<file path="src/logic/fbt_pkg.sv">
package fbt_pkg;

  // ==========================================================
  // clock and timing
  localparam int CLK_HZ        = 50_000_000;
  localparam int TICK_S        = 1;                     // safety timer tick, seconds
  localparam int TICK_CYC      = CLK_HZ * TICK_S;
  localparam int MIN_TICKS     = 60;                    // ticks per count in minute range
  localparam int SOFT_RST_US   = 300;                   // shortened reset period
  localparam int SOFT_RST_CYC  = SOFT_RST_US * (CLK_HZ / 1_000_000);
  localparam int LOCK_DLY_US   = 100;                   // lockout persistence delay
  localparam int LOCK_DLY_CYC  = LOCK_DLY_US * (CLK_HZ / 1_000_000);
  localparam int TICK_W        = 26;
  localparam int SUB_W         = 6;
  localparam int CNT_W         = 16;

  // ==========================================================
  // register indices
  localparam logic [7:0] A_DEV_STATUS   = 8'h00;
  localparam logic [7:0] A_FAULT_STATUS = 8'h01;
  localparam logic [7:0] A_ALERT_STATUS = 8'h02;
  localparam logic [7:0] A_IO_CONTROL   = 8'h03;
  localparam logic [7:0] A_IO_CONFIG    = 8'h04;
  localparam logic [7:0] A_BAL_CTRL     = 8'h05;
  localparam logic [7:0] A_BAL_PERIOD   = 8'h06;
  localparam logic [7:0] A_ADDR_CTRL    = 8'h07;
  localparam logic [7:0] A_RESET        = 8'h08;
  localparam logic [7:0] RESET_CODE     = 8'ha5;
  localparam logic [7:0] ADDR_MIN       = 8'h01;
  localparam logic [7:0] ADDR_MAX       = 8'h3e;

  // ==========================================================
  // field layouts
  localparam int DEV_FAULT      = 0;
  localparam int DEV_ALERT      = 1;
  localparam int DEV_LOCKOUT    = 2;
  localparam int DEV_TIMER_RUN  = 3;
  localparam int F_CRC          = 2;
  localparam int F_POR          = 4;
  localparam int F_FORCE        = 5;
  localparam int A_FORCE        = 4;
  localparam int IO_AUX         = 0;
  localparam int IO_SLEEP       = 2;
  localparam int CFG_CRC_MASK   = 7;
  localparam int BAL_MINUTES    = 7;
  localparam logic [5:0] FAULT_CRC_M   = 6'h04;
  localparam logic [5:0] FAULT_POR_M   = 6'h10;
  localparam logic [5:0] FAULT_FORCE_M = 6'h20;
  localparam logic [7:0] ALERT_FORCE_M = 8'h10;
  localparam logic [7:0] DEV_LOCK_M    = 8'h04;

  // ==========================================================
  // reset values
  localparam logic [7:0] REG_RST = 8'h00;

  // ==========================================================
  // carriers
  typedef struct packed {
    logic       en;
    logic       bcast;
    logic [7:0] addr;
    logic [7:0] data;
  } fbt_wr_s;

  typedef struct packed {
    logic fault;
    logic alert;
  } fbt_chain_s;

endpackage

</file>
<file path="src/logic/fbt_fault_balance.sv">
`timescale 1ns/1ps
// Overview of operation
// with crc mask set, crc error sets its status bit but not fault pin
// latched error flags stay set until the host clears them
// host writing 1 to a latched status bit clears only that bit
// status bits ignore ordinary writes except write-one-to-clear
// both injected-test bits are written directly, 0 clears them
// injected-test bits assert south pin, base device asserts host pin
// balance outputs follow balance bits while the safety timer runs
// timer expiry clears all balance outputs
// bit 7 selects seconds (0) or minutes (1) for the safety period
// timer restarts full period when balance bits go zero to non-zero
// timer resets when bits are cleared or period expires
// non-zero to non-zero changes do not restart the timer
// bit changes reach outputs at once while timer runs
// period rewritable any time; zero period forbids balancing
// timer-running status bit reads 1 while counting
// aux output switched by its io control enable bit
// external regulator off in sleep mode
// persistent low supply stops balancing and faults, clears balance, sets lockout
// persistent supply at reset level disables the whole device
// leaving reset loads defaults, sets por bit, clears address state
// reset code write resets like power-on but with short period
// reset command accepted whatever address is held
// north fault input passes to south fault output
// chain pins are active high
// timer ticks once per second, minutes are sixty ticks
// base-select picks host pins, others drive only south pins
module fbt_fault_balance import fbt_pkg::*; #(
  parameter int TICKS     = TICK_CYC,
  parameter int LOCK_CYC  = LOCK_DLY_CYC,
  parameter int SRST_CYC  = SOFT_RST_CYC
) (
  // clock and reset
  input  wire logic       i_ref_clk,
  input  wire logic       i_rst,
  // register access from the packet layer
  input  wire fbt_wr_s    i_reg_wr,
  input  wire logic [7:0] i_rd_addr,
  output logic [7:0]      o_rd_data,
  // detector events and supply comparators
  input  wire logic [5:0] i_fault_evt,
  input  wire logic [7:0] i_alert_evt,
  input  wire logic       i_supply_low,
  input  wire logic       i_supply_por,
  // fault and alert chain
  input  wire logic       i_base_sel,
  input  wire fbt_chain_s i_north,
  output fbt_chain_s      o_south,
  output fbt_chain_s      o_host,
  // outputs to the analog side
  output logic [5:0]      o_balance_output,
  output logic            o_aux_en,
  output logic            o_external_regulator_en,
  output logic            o_device_en,
  output logic            o_address_valid_flag
);

  typedef struct packed {
    logic [5:0]       fault_st;
    logic [7:0]       alert_st;
    logic             dev_lock;
    logic [7:0]       io_ctrl;
    logic [7:0]       io_cfg;
    logic [7:0]       balance_control;
    logic [7:0]       balance_safety_period;
    logic [7:0]       addr_ctrl;
    logic             address_valid_flag;
    logic [7:0]       rd_data;
    logic [CNT_W-1:0] lock_cnt;
    logic [CNT_W-1:0] por_cnt;
    logic [CNT_W-1:0] hold_cnt;
    logic             prev_nz;
    fbt_chain_s       south;
    fbt_chain_s       host;
    logic [5:0]       bal_out;
  } fbt_state_s;

  fbt_state_s st_q;
  fbt_state_s st_d;
  logic       wr_ok;
  logic       lock_act;
  logic       por_act;
  logic       tmr_start;
  logic       tmr_stop;
  logic       tmr_run;
  logic       tmr_expire;
  logic       fault_any;
  logic       alert_any;
  logic [5:0] fault_w1c;
  logic [7:0] alert_w1c;
  logic [5:0] fault_ev;
  logic [7:0] alert_ev;

  // one decode used by every register write except the reset code
  function automatic logic hit(input fbt_wr_s w, input logic [7:0] a);
    return w.en && (w.addr == a);
  endfunction

  // ==========================================================
  // safety timer
  fbt_safety_timer #(
    .TICKS (TICKS)
  ) u_timer (
    .i_ref_clk (i_ref_clk),
    .i_rst     (i_rst),
    .i_start   (tmr_start),
    .i_stop    (tmr_stop),
    .i_period  (st_q.balance_safety_period),
    .i_minutes (st_q.balance_control[BAL_MINUTES]),
    .o_running (tmr_run),
    .o_expire  (tmr_expire)
  );

  // ==========================================================
  // next state
  always_comb begin
    st_d      = st_q;
    lock_act  = st_q.lock_cnt == CNT_W'(LOCK_CYC);
    por_act   = st_q.por_cnt == CNT_W'(LOCK_CYC);
    wr_ok     = i_reg_wr.en && st_q.hold_cnt == '0 && !por_act;
    // detectors are muted during lockout
    fault_ev  = lock_act ? 6'h00 : (i_fault_evt & ~(FAULT_POR_M | FAULT_FORCE_M));
    alert_ev  = lock_act ? 8'h00 : (i_alert_evt & ~ALERT_FORCE_M);
    fault_w1c = (wr_ok && hit(i_reg_wr, A_FAULT_STATUS)) ? i_reg_wr.data[5:0] : 6'h00;
    alert_w1c = (wr_ok && hit(i_reg_wr, A_ALERT_STATUS)) ? i_reg_wr.data : 8'h00;
    tmr_start = (|st_q.balance_control[5:0]) && !st_q.prev_nz;
    tmr_stop  = !(|st_q.balance_control[5:0]) || lock_act
                || st_q.balance_safety_period == 8'h00;
    // persistence counters for the two supply comparators
    st_d.lock_cnt = !i_supply_low ? '0 : (lock_act ? st_q.lock_cnt : st_q.lock_cnt + 1'b1);
    st_d.por_cnt  = !i_supply_por ? '0 : (por_act ? st_q.por_cnt : st_q.por_cnt + 1'b1);
    st_d.hold_cnt = st_q.hold_cnt == '0 ? '0 : st_q.hold_cnt - 1'b1;
    st_d.prev_nz  = |st_q.balance_control[5:0];
    // sticky flags: an event in the clearing cycle wins
    st_d.fault_st = (st_q.fault_st & ~(fault_w1c & ~FAULT_FORCE_M)) | fault_ev;
    st_d.alert_st = (st_q.alert_st & ~(alert_w1c & ~ALERT_FORCE_M)) | alert_ev;
    if (wr_ok && hit(i_reg_wr, A_FAULT_STATUS)) begin
      st_d.fault_st[F_FORCE] = i_reg_wr.data[F_FORCE];
    end
    if (wr_ok && hit(i_reg_wr, A_ALERT_STATUS)) begin
      st_d.alert_st[A_FORCE] = i_reg_wr.data[A_FORCE];
    end
    if (wr_ok && hit(i_reg_wr, A_DEV_STATUS) && i_reg_wr.data[DEV_LOCKOUT]) begin
      st_d.dev_lock = 1'b0;
    end
    if (wr_ok && hit(i_reg_wr, A_IO_CONTROL)) begin
      st_d.io_ctrl = i_reg_wr.data;
    end
    if (wr_ok && hit(i_reg_wr, A_IO_CONFIG)) begin
      st_d.io_cfg = i_reg_wr.data;
    end
    if (wr_ok && hit(i_reg_wr, A_BAL_CTRL)) begin
      st_d.balance_control = i_reg_wr.data;
    end
    if (wr_ok && hit(i_reg_wr, A_BAL_PERIOD)) begin
      st_d.balance_safety_period = i_reg_wr.data;
    end
    if (wr_ok && hit(i_reg_wr, A_ADDR_CTRL)) begin
      st_d.addr_ctrl          = i_reg_wr.data;
      st_d.address_valid_flag = i_reg_wr.data >= ADDR_MIN && i_reg_wr.data <= ADDR_MAX;
    end
    // lockout: balancing dropped, flag latched until host clears it
    if (lock_act) begin
      st_d.balance_control = REG_RST;
      st_d.dev_lock        = 1'b1;
    end
    // pins: crc errors may be kept off the fault chain
    fault_any = |(st_q.fault_st & ~(st_q.io_cfg[CFG_CRC_MASK] ? FAULT_CRC_M : 6'h00));
    alert_any = |st_q.alert_st;
    st_d.south.fault = !i_base_sel && (fault_any || i_north.fault);
    st_d.south.alert = !i_base_sel && (alert_any || i_north.alert);
    st_d.host.fault  = i_base_sel && (fault_any || i_north.fault);
    st_d.host.alert  = i_base_sel && (alert_any || i_north.alert);
    // outputs follow the bits only while the timer counts
    st_d.bal_out = (tmr_run && !tmr_stop && !tmr_expire) ?
                   st_q.balance_control[5:0] : 6'h00;
    // read mux; unmapped reads return zero
    case (i_rd_addr)
      A_DEV_STATUS:   st_d.rd_data = {4'h0, tmr_run, st_q.dev_lock,
                                      alert_any, fault_any};
      A_FAULT_STATUS: st_d.rd_data = {2'b00, st_q.fault_st};
      A_ALERT_STATUS: st_d.rd_data = st_q.alert_st;
      A_IO_CONTROL:   st_d.rd_data = st_q.io_ctrl;
      A_IO_CONFIG:    st_d.rd_data = st_q.io_cfg;
      A_BAL_CTRL:     st_d.rd_data = st_q.balance_control;
      A_BAL_PERIOD:   st_d.rd_data = st_q.balance_safety_period;
      A_ADDR_CTRL:    st_d.rd_data = st_q.addr_ctrl;
      default:        st_d.rd_data = 8'h00;
    endcase
    // reset code is honoured even without a valid address or via broadcast
    if (i_reg_wr.en && i_reg_wr.addr == A_RESET && i_reg_wr.data == RESET_CODE) begin
      st_d.hold_cnt = CNT_W'(SRST_CYC);
    end
    // held in reset: defaults loaded, por flag set, address forgotten
    if (por_act || st_q.hold_cnt != '0) begin
      st_d.fault_st              = FAULT_POR_M;
      st_d.alert_st              = REG_RST;
      st_d.dev_lock              = 1'b0;
      st_d.io_ctrl               = REG_RST;
      st_d.io_cfg                = REG_RST;
      st_d.balance_control       = REG_RST;
      st_d.balance_safety_period = REG_RST;
      st_d.addr_ctrl             = REG_RST;
      st_d.address_valid_flag    = 1'b0;
      st_d.rd_data               = REG_RST;
      st_d.south                 = '0;
      st_d.host                  = '0;
      st_d.bal_out               = 6'h00;
    end
  end

  // ==========================================================
  // state register; power-on leaves the por flag latched
  always_ff @(posedge i_ref_clk or posedge i_rst) begin
    if (i_rst) begin
      st_q          <= '0;
      st_q.fault_st <= FAULT_POR_M;
    end else begin
      st_q <= st_d;
    end
  end

  // ==========================================================
  // outputs
  assign o_rd_data               = st_q.rd_data;
  assign o_south                 = st_q.south;
  assign o_host                  = st_q.host;
  assign o_balance_output        = st_q.bal_out;
  assign o_external_regulator_en = !st_q.io_ctrl[IO_SLEEP];
  assign o_aux_en                = st_q.io_ctrl[IO_AUX] && !st_q.io_ctrl[IO_SLEEP];
  assign o_device_en             = !por_act;
  assign o_address_valid_flag    = st_q.address_valid_flag;
endmodule

</file>
<file path="src/logic/fbt_safety_timer.sv">
`timescale 1ns/1ps
module fbt_safety_timer import fbt_pkg::*; #(
  parameter int TICKS = TICK_CYC
) (
  // clock and reset
  input  wire logic       i_ref_clk,
  input  wire logic       i_rst,
  // control
  input  wire logic       i_start,
  input  wire logic       i_stop,
  input  wire logic [7:0] i_period,
  input  wire logic       i_minutes,
  // status
  output logic            o_running,
  output logic            o_expire
);

  typedef struct packed {
    logic              running;
    logic [TICK_W-1:0] tick;
    logic [SUB_W-1:0]  sub;
    logic [7:0]        remain;
  } fbt_tmr_s;

  fbt_tmr_s st_q;
  fbt_tmr_s st_d;
  logic     tick_done;
  logic     count_done;

  // ==========================================================
  // countdown: one-second ticks, sixty of them per count in minute range
  always_comb begin
    st_d       = st_q;
    tick_done  = st_q.tick == TICK_W'(TICKS - 1);
    count_done = tick_done && (!i_minutes || st_q.sub == SUB_W'(MIN_TICKS - 1));
    o_expire   = 1'b0;
    if (i_stop) begin
      st_d.running = 1'b0;
    end else if (i_start) begin
      st_d.running = i_period != 8'h00;
      st_d.remain  = i_period;
      st_d.tick    = '0;
      st_d.sub     = '0;
    end else if (st_q.running) begin
      st_d.tick = tick_done ? '0 : st_q.tick + 1'b1;
      if (tick_done) begin
        st_d.sub = count_done ? '0 : st_q.sub + 1'b1;
      end
      if (count_done) begin
        st_d.remain = st_q.remain - 1'b1;
        if (st_q.remain <= 8'h01) begin
          st_d.running = 1'b0;
          o_expire     = 1'b1;
        end
      end
    end
  end

  always_ff @(posedge i_ref_clk or posedge i_rst) begin
    if (i_rst) begin
      st_q <= '0;
    end else begin
      st_q <= st_d;
    end
  end

  assign o_running = st_q.running;

endmodule

</file>
<file path="config.mk">
export PLATFORM = sky130hd
export DESIGN_NAME = fbt_fault_balance
export DESIGN_NICKNAME = d
export VERILOG_FILES = /design/src/logic/fbt_pkg.sv /design/src/logic/fbt_fault_balance.sv /design/src/logic/fbt_safety_timer.sv
export SDC_FILE = /design/constraint.sdc
export NUM_CORES = 1
export LEC_CHECK = 0
export BUFFER_PORTS_ARGS = -buffer_cell sky130_fd_sc_hd__buf_4
export CAP_MARGIN = 40
export CORE_UTILIZATION = 37
export CTS_CLUSTER_DIAMETER = 80
export DETAILED_ROUTE_END_ITERATION = 7
export PLACE_DENSITY_LB_ADDON = 0.12
export SLEW_MARGIN = 0
export SYNTH_ARGS = -nofsm -noshare
export SYNTH_HDL_FRONTEND = slang
export SYNTH_SLANG_ARGS = --single-unit
</file>
<file path="constraint.sdc">
create_clock -name i_ref_clk -period 5.1 [get_ports i_ref_clk]
set_input_delay 1.02 -clock i_ref_clk [delete_from_list [all_inputs] [get_ports i_ref_clk]]
set_output_delay 1.02 -clock i_ref_clk [all_outputs]
set_load 0.02 [all_outputs]
</file>
After elaboration in Yosys (flattened, before gate mapping)

Index checks and enable logic that the tools add are counted.
Widths: inputs -> output; s select.

Input port bits: 47
Output and inout bits: 22
Register bits after elaboration: 164
Word-level logic and storage cells: 168

Add/subtract/negate cells: 6
Eq/ne operators: 22
Order comparisons: 3
Mux-type cells: 39
Reduce and logical (&&, ||, !) cells: 66
Bitwise operators: 9

Operators with widths:

| kind                  | count |
|---|---|
| $mux 16               | 6 |
| $mux 41               | 2 |
| $eq 8x3->1 const B    | 8 |
| $mux 64               | 1 |
| $mux 8                | 8 |
| $pmux 8 s8            | 1 |
| $add 16x1->16 const B | 2 |
| $eq 16x13->1 const B  | 2 |
| $eq 8x2->1 const B    | 4 |
| $logic_and 1x1->1     | 31 |
| $add 26x1->26 const B | 1 |
| $eq 26x26->1 const B  | 1 |
| $mux 26               | 1 |
| $logic_not 8->1       | 3 |
| $mux 6                | 3 |
| $eq 8x1->1 const B    | 2 |
| $logic_not 16->1      | 1 |
| $reduce_bool 16->1    | 1 |
| $sub 16x1->16 const B | 1 |
| $reduce_bool 2->1     | 7 |
| $and 6x6->6           | 2 |
| $mux 1                | 12 |
| $reduce_or 6->1       | 2 |
| $mux 10               | 1 |
| other kinds (27)      | 42 |

Logic depth before layout (Yosys ltp)

Gate-level depths: netlist of the first run.

Depth after elaboration: 11
Mapped depth: 10
Depth with buffers taken out: 7

Cells and area by module

Synthesis of the first run repeated with hierarchy kept, for this count alone.

Cell total of the unflattened synthesis: 907
Area, all modules: 8846.0 µm²

Modules (own cells, without submodules):

| module            | area an instance (µm²) | times used | cells each |
|---|---|---|---|
| fbt_fault_balance | 6407.4                 | 1          | 636 |
| fbt_safety_timer  | 2438.6                 | 1          | 271 |

Least setup slack after synthesis of the first run

Ideal clock, no wire load.

Path type: input to register
Start: input port i_reg_wr[1] (netlist bit)
End: register st_q[16] (netlist bit)
Data required time: 4973 ps
Setup slack: 2234 ps
Arrival: 2739 ps
Setup time: 127 ps
Cell stages on the path: 7
Cell sequence: clkbuf_1 -> or3_1 -> or4_1 -> or3_1 -> clkbuf_1 -> nand2_1 -> nor2_1

RTL lines:

| element              | RTL line                 | RTL |
|---|---|---|
| from (decl)          | fbt_fault_balance.sv:38  | `input wire fbt_wr_s i_reg_wr,` |
| to (signal assigned) | fbt_fault_balance.sv:220 | `st_q <= st_d;` |
| to (decl)            | fbt_fault_balance.sv:79  | `fbt_state_s st_q;` |

Worst setup path after layout of the first run

Start: register st_q[43] (netlist bit)
End: register u_timer.st_q[24] (netlist bit)

Word-level cells in the longest chain between the ends: 5

Ends and longest elaborated chain:

| element                           | RTL line                 | RTL |
|---|---|---|
| $eq 16x13->1                      | fbt_fault_balance.sv:119 | `lock_act = st_q.lock_cnt == CNT_W'(LOCK_CYC);` |
| $logic_or 1x1->1                  | fbt_fault_balance.sv:128 | `tmr_stop = !(\|st_q.balance_control[5:0]) \|\| lock_act` |
| $logic_or 1x1->1                  | fbt_fault_balance.sv:129 | `\|\| st_q.balance_safety_period == 8'h00;` |
| $not 1->1 (no source line)        | -                        |  |
| $reduce_and 2->1 (no source line) | -                        |  |
| to (signal assigned)              | fbt_safety_timer.sv:63   | `st_q <= st_d;` |
| to (decl)                         | fbt_safety_timer.sv:25   | `fbt_tmr_s st_q;` |

Every way passes these cells.
A chain may end at the register's enable or synchronous reset.

==> results.py, run 1 <==
metrics = {
    "outcome": {
        "outcome": "complete, no violations",
    },
    "global_routing": {
        "grtUsageMet2_pct": 31.14,
        "grt_pass1_wl_microns": 36720,
        "overflow": 0,
        "grt_max_degree": 165,
        "grt_pass1_vias": 6853,
        "grt_util_all_layers_pct": 19.08,
        "top_usage_layer": "met2",
        "use_met3_pct": 3.607,
        "gr-usage-met1_pct": 25.79,
        "antenna_found_initial": 0,
    },
    "finish": {
        "final_cell_area_sq_um": 10100,
        "nFillCells": 2326,
        "drive_gt1_share_pct": 15.31,
        "fin_cells": 1266,
        "diodes": 0,
        "nets": 991,
        "area_growth_pct": 13.23,
    },
    "yosys": {
        "ys.flop_type": "dfrtp_1",
        "post-synth-top-count-cell": "dfrtp_1",
        "synth_edf_count": 0,
        "synth_common_cells": "dfrtp_1, nor2_1, nand2_1",
        "synthTopCellsByArea": "dfrtp_1, mux2i_1, nor2_1",
        "yosysSeqAreaShare_pct": 46.03,
        "synth.cell_area_sq_um": 8919,
        "synth_top_area_cell": "dfrtp_1",
        "synth_cell_type_count": 78,
        "netlist_instances": 905,
        "synthArstFlopShare_pct": 100.0,
        "ys_seq_elements": 164,
        "synth_top_area_share_pct": 45.74,
        "yosys_warnings": 0,
        "synth_nets": 962,
        "postSynthAreaPerCell_sq_um": 9.855,
    },
    "die": {
        "design.die.area_sq_um": 24730,
        "initial_core_util_pct": 37.88,
        "rows": 56,
        "ios": 69,
        "core_area_sq_um": 23540,
        "die_h_microns": 157.3,
        "die_x_microns": 157.3,
    },
    "timing": {
        "finalSetupTns_ps": 0,
        "slew_viol_final": 0,
        "rsz0062_at_grt": "false",
        "setup_violations": 0,
        "fin_skew_ps": 15.79,
        "fin_crit_ps": 3124,
        "hold_viol_final": 0,
        "tightestPinTransition_ps": 918.1,
        "fmax_mhz": 320.1,
        "maxSlewHeadroom_pct": 38.79,
        "fin_crit_sh_pct": 61.25,
    },
    "clock_network": {
        "cts_hold_buf": 0,
        "clockBufferDepth": 2,
        "clock_sinks": 164,
        "numCtsBuffers": 17,
        "cts_setup_buffers": 0,
        "clockRootBuffer": "clkbuf_16",
        "htreeDepth": 4,
        "cts_tree": "done",
        "cts_resized": 0,
        "clk_pin_slew_ps": 80,
        "clk_latency_ps": 440,
    },
    "power": {
        "p_leak_nw": 4.372,
        "power.density_nw_per_um2": 271.6,
        "vdd_drop_max_mv": 0.1889,
    },
    "place": {
        "dp.cells": 1234,
        "hpwl_microns": 14630,
        "portBuffers": 64,
        "globalplace.congestion": 0.7617,
        "dpl_cell_area_sq_um": 9513,
    },
    "critical_path": {
        "setup.worst_path.end_class": "flop",
        "path_cells": "inv_1, ha_1, or4b_1, or4_1, nand3_2, buf_4, nor2_1, a221o_1",
        "slowest_delay_ps": 730,
        "worstSetupStartpointType": "flop",
        "crit_fanout": 19,
        "arrival_ps": 3440,
        "cp.required_ps": 5420,
        "r2r_start": "st_q[43]$_DFFE_PP0P_",
        "crit_type": "reg -> reg",
        "crit_slowest_cell": "or4_1",
        "cp-startpoint": "st_q[43]$_DFFE_PP0P_",
    },
    "min_path": {
        "worstHoldPathType": "reg -> reg",
        "holdCritStartpoint": "st_q[11]$_DFF_PP0_",
    },
    "drt": {
        "wl_per_cell_microns": 17.36,
        "routed_via_density": 5.408,
        "vias": 6847,
        "drt-total-wl_microns": 21980,
        "drt_first_pass_iters": 4,
        "drtIter0Drc": 438,
        "drc": 0,
        "ant_nets": 0,
    },
    "job": {
        "drv_cap": 0,
    },
}
## critical path, delay by kind of cell (launching register included)
kind	cells	cell delay (ps)
buffers and inverters	2	400
DFF	1	450
and+or+nand+nor	4	1690
AOI/OAI and AO/OA	1	320
adders and majority gates	1	150
## final cells by class
class / count / area (sq um) / area share, %
multi-input combinational: 651 / 4345 / 43.03
sequential: 164 / 4105 / 40.65
timing repair buffer: 73 / 558.0 / 5.526
clock buffer: 17 / 425.4 / 4.213
tap: 319 / 399.1 / 3.952
clock inverter: 15 / 160.2 / 1.586
inverter: 27 / 105.1 / 1.041
## registers in the layout (all words and copies together), names as in the netlist
| register | flops |
|---|---|
| o_balance_output | 6 |
| o_host | 2 |
| o_rd_data | 8 |
| o_address_valid_flag | 1 |
| u_timer.st_q | 40 |
| o_south | 2 |
| u_timer.o_running | 1 |
| st_q | 104 |
## routing by layer
layer  vias to the layer above  part of all wire (%)
met3                        20                   2.3
met5                         -                     0
met4                         0                   1.5
met1                      3385                    48
met2                        88                    48
li1                       3354                     -
## power breakdown
group / switching [W] / leakage, nW / internal [W] / total [W]
registers: 0.0000187 / 2.24 / 0.00131 / 0.00133
clock network: 0.000628 / 0.282 / 0.000656 / 0.00128
logic: 0.0000777 / 1.85 / 0.0000492 / 0.000127
total: 0.000724 / 4.37 / 0.00202 / 0.00274
## worst paths after layout
check	end	slack, ps	cells past startpoint
min in group asynchronous	st_q[53]$_DFFE_PP0P_	880	3
max	u_timer.st_q[24]$_DFFE_PP0P_	1980	8
min	st_q[11]$_DFF_PP0_	470	1
min reg2reg	st_q[11]$_DFF_PP0_	470	1
max reg2reg	u_timer.st_q[24]$_DFFE_PP0P_	1980	8
max in group asynchronous	st_q[107]$_DFFE_PP0P_	3580	3
## cell families after synthesis
family          synth area share, %
mux                           7.646
xor+xnor                      3.535
buf+inv                       5.247
simple gates                  24.73
compound gates                11.41
flops                         46.03
fa+ha+maj                     1.403
## cells in the final DEF, fill, tap and decap left out, types with 4 or more instances in the layout
cell and count:
o21ai_0 21, nor3_1 13, mux2i_1 49, mux2_2 13
nand2_1 66, xor2_1 13, a21boi_0 6, nor3b_1 8
o22ai_1 4, nor4_1 25, inv_8 5, nor4b_1 7
ha_1 10, nand3_1 37, xnor2_1 23, a32o_1 11
and2_1 34, dfrtp_1 163, o41ai_1 4, and3_1 4
nand2b_1 8, inv_1 26, and4_1 6, buf_4 71
nor2_1 90, a22oi_1 9, clkbuf_16 17, or3_1 18
a21oi_1 36, nor2b_1 4, or4_1 20, o31ai_1 11
o21a_1 6, or2_2 4, nand4_1 24
## metrics by stage
stage	util, %	hold WS, ps	power, W	setup WS (ps)
after floorplan	-	426.5	0.001430	1996
after global placement	40.32	455.8	0.001488	1777
after detailed placement	40.41	464.9	0.001488	1847
after CTS	42.89	478.3	0.002776	1979
after global routing	42.89	487.0	0.002850	1831
final	42.89	468.4	0.002743	1976
(Power assumes the default switching activity.)
==> run 2: changes to the inputs <==
==> constraint.sdc (replaced) <==
create_clock -name i_ref_clk -period 2.8 [get_ports i_ref_clk]
set_input_delay 0.56 -clock i_ref_clk [delete_from_list [all_inputs] [get_ports i_ref_clk]]
set_output_delay 0.56 -clock i_ref_clk [all_outputs]
set_load 0.02 [all_outputs]
==> run 2 against run 1 <==
  * Largest cell class unchanged
  * Power grew 90%
  * Global-route usage grew 0.32 points
  * Maximum frequency increased by 20%
  * Largest power group is now the clock network
  * Sequential share of layout area is 1.2 points lower
  * Clock skew rose by 1.2 ps
  * Non-clock buffer count grew 31
==> results.py, run 2 (same netlist as run 1, synthesis figures left out) <==
metrics = {
    "finish": {
        "seq_area_sq_um": 4105,
        "largest_reg_flops": 104,
        "nFillCells": 2302,
        "area_growth_pct": 16.82,
        "diodes": 0,
        "largest_register": "st_q",
        "final_cell_mix": "dfrtp_1, buf_4, nor2_1",
        "final_common_cell": "dfrtp_1",
        "drive_gt1_share_pct": 18.00,
        "multi_input_area_sq_um": 4345,
        "nets": 1022,
        "utilization_pct": 44.25,
    },
    "drt": {
        "vias": 7028,
        "drc": 0,
        "ant_nets": 0,
        "wl_per_cell_microns": 17.35,
        "routed_via_density": 5.419,
        "drt-total-wl_microns": 22510,
        "drtIter0Drc": 396,
        "drt_first_pass_iters": 4,
    },
    "clock_network": {
        "cts_setup_buffers": 0,
        "clock_sinks": 164,
        "cts_resized": 0,
        "htreeDepth": 4,
        "numCtsBuffers": 17,
        "cts_tree": "done",
        "cts_hold_buf": 0,
        "clockRootBuffer": "clkbuf_16",
        "clockBufferDepth": 2,
        "clk_latency_ps": 440,
        "clk_pin_slew_ps": 80,
    },
    "power": {
        "vdd_drop_max_mv": 0.2971,
        "p_total_w": 0.005208,
        "power.density_nw_per_um2": 499.8,
        "p_leak_nw": 4.567,
    },
    "timing": {
        "tightestPinTransition_ps": 595.4,
        "maxSlewHeadroom_pct": 60.19,
        "rsz0062_at_grt": "false",
        "fin_crit_sh_pct": 92.70,
        "setup_violations": 0,
        "slew_viol_final": 0,
        "finalSetupTns_ps": 0,
        "fmax_mhz": 385.3,
        "fin_crit_ps": 2596,
        "hold_viol_final": 0,
        "fin_skew_ps": 17.03,
    },
    "critical_path": {
        "cp.required_ps": 3120,
        "r2r_start": "st_q[43]$_DFFE_PP0P_",
        "crit_type": "reg -> reg",
        "arrival_ps": 2920,
        "worstRegToRegCells": 8,
        "regToRegSetupSlack_ps": 200,
        "setup.worst_path.end_class": "flop",
        "cp-startpoint": "st_q[43]$_DFFE_PP0P_",
        "crit_fanout": 9,
        "r2r-end": "u_timer.st_q[24]$_DFFE_PP0P_",
        "worstSetupStartpointType": "flop",
    },
    "die": {
        "core_area_sq_um": 23540,
        "die_x_microns": 157.3,
        "die_h_microns": 157.3,
        "initial_core_util_pct": 37.88,
        "design.die.area_sq_um": 24730,
        "ios": 69,
        "rows": 56,
    },
    "min_path": {
        "worstHoldPathType": "in -> async",
    },
    "job": {
        "drv_cap": 0,
    },
    "place": {
        "portBuffers": 64,
        "globalplace.congestion": 0.7928,
        "hpwl_microns": 15540,
    },
    "global_routing": {
        "grt_max_degree": 71,
        "grt_util_all_layers_pct": 19.40,
        "grt_pass1_wl_microns": 37110,
        "antenna_found_initial": 0,
        "overflow": 0,
        "grt_pass1_vias": 6932,
    },
    "outcome": {
        "outcome": "complete, no violations",
    },
}
-- run 2: cell count changes in the layout (fill, tap and decap cells not counted), sizes merged --
cell	change
clkinv	-1
clkinvlp	-1
buf	+31
bufinv	+2
-- run 2: cell type report --
type                       instances  area share, %
multi-input combinational        651          41.71
clock buffer                      17          4.083
sequential                       164          39.40
clock inverter                    15          2.018
inverter                          27          1.009
timing repair buffer             104          7.950
tap                              319          3.831
-- run 2: metal layers --
| layer | global-route usage (%) | vias to the layer above | part of all wire [%] |
|---|---|---|---|
| met3 | 3.772 | 20 | 3.5 |
| met5 | 0 | - | 0 |
| li1 | - | 3405 | - |
| met1 | 26.83 | 3479 | 48 |
| met4 | 4.808 | 0 | 1.2 |
| met2 | 31.06 | 124 | 47 |
-- run 2: power by group --
group | switching, W | internal [W]
clock network | 0.00116 | 0.00138
registers | 0.0000300 | 0.00239
logic | 0.000149 | 0.0000996
-- run 2: metrics by stage --
stage | hold slack [ps] | instance area (sq um) | cells | setup slack [ps]
after floorplan | 426.5 | 8922 | 905 | 156.0
after global placement | 448.1 | 9778 | 1264 | 213.4
after detailed placement | 465.1 | 9783 | 1265 | 207.0
after CTS | 86.45 | 10420 | 1297 | 197.4
after global routing | 100.9 | 10420 | 1297 | 42.37
final | 95.27 | 10420 | 1297 | 204.3
-- run 2: worst max-delay path by stage --
stage / end / cells past startpoint
global route: u_timer.st_q[24]$_DFFE_PP0P_ / 8
CTS: u_timer.st_q[24]$_DFFE_PP0P_ / 8
finish: u_timer.st_q[24]$_DFFE_PP0P_ / 8
global placement: u_timer.st_q[24]$_DFFE_PP0P_ / 8
floorplan: o_address_valid_flag$_DFFE_PP0P_ / 1
detailed placement: u_timer.st_q[24]$_DFFE_PP0P_ / 8
-- run 2: worst max-delay path: stages (launching register included) --
cell,delay [ps]
dfrtp_1,370
inv_1,80
ha_1,140
or4b_1,500
or4_1,580
nand3_2,260
buf_4,220
nor4_1,60
a221o_1,280
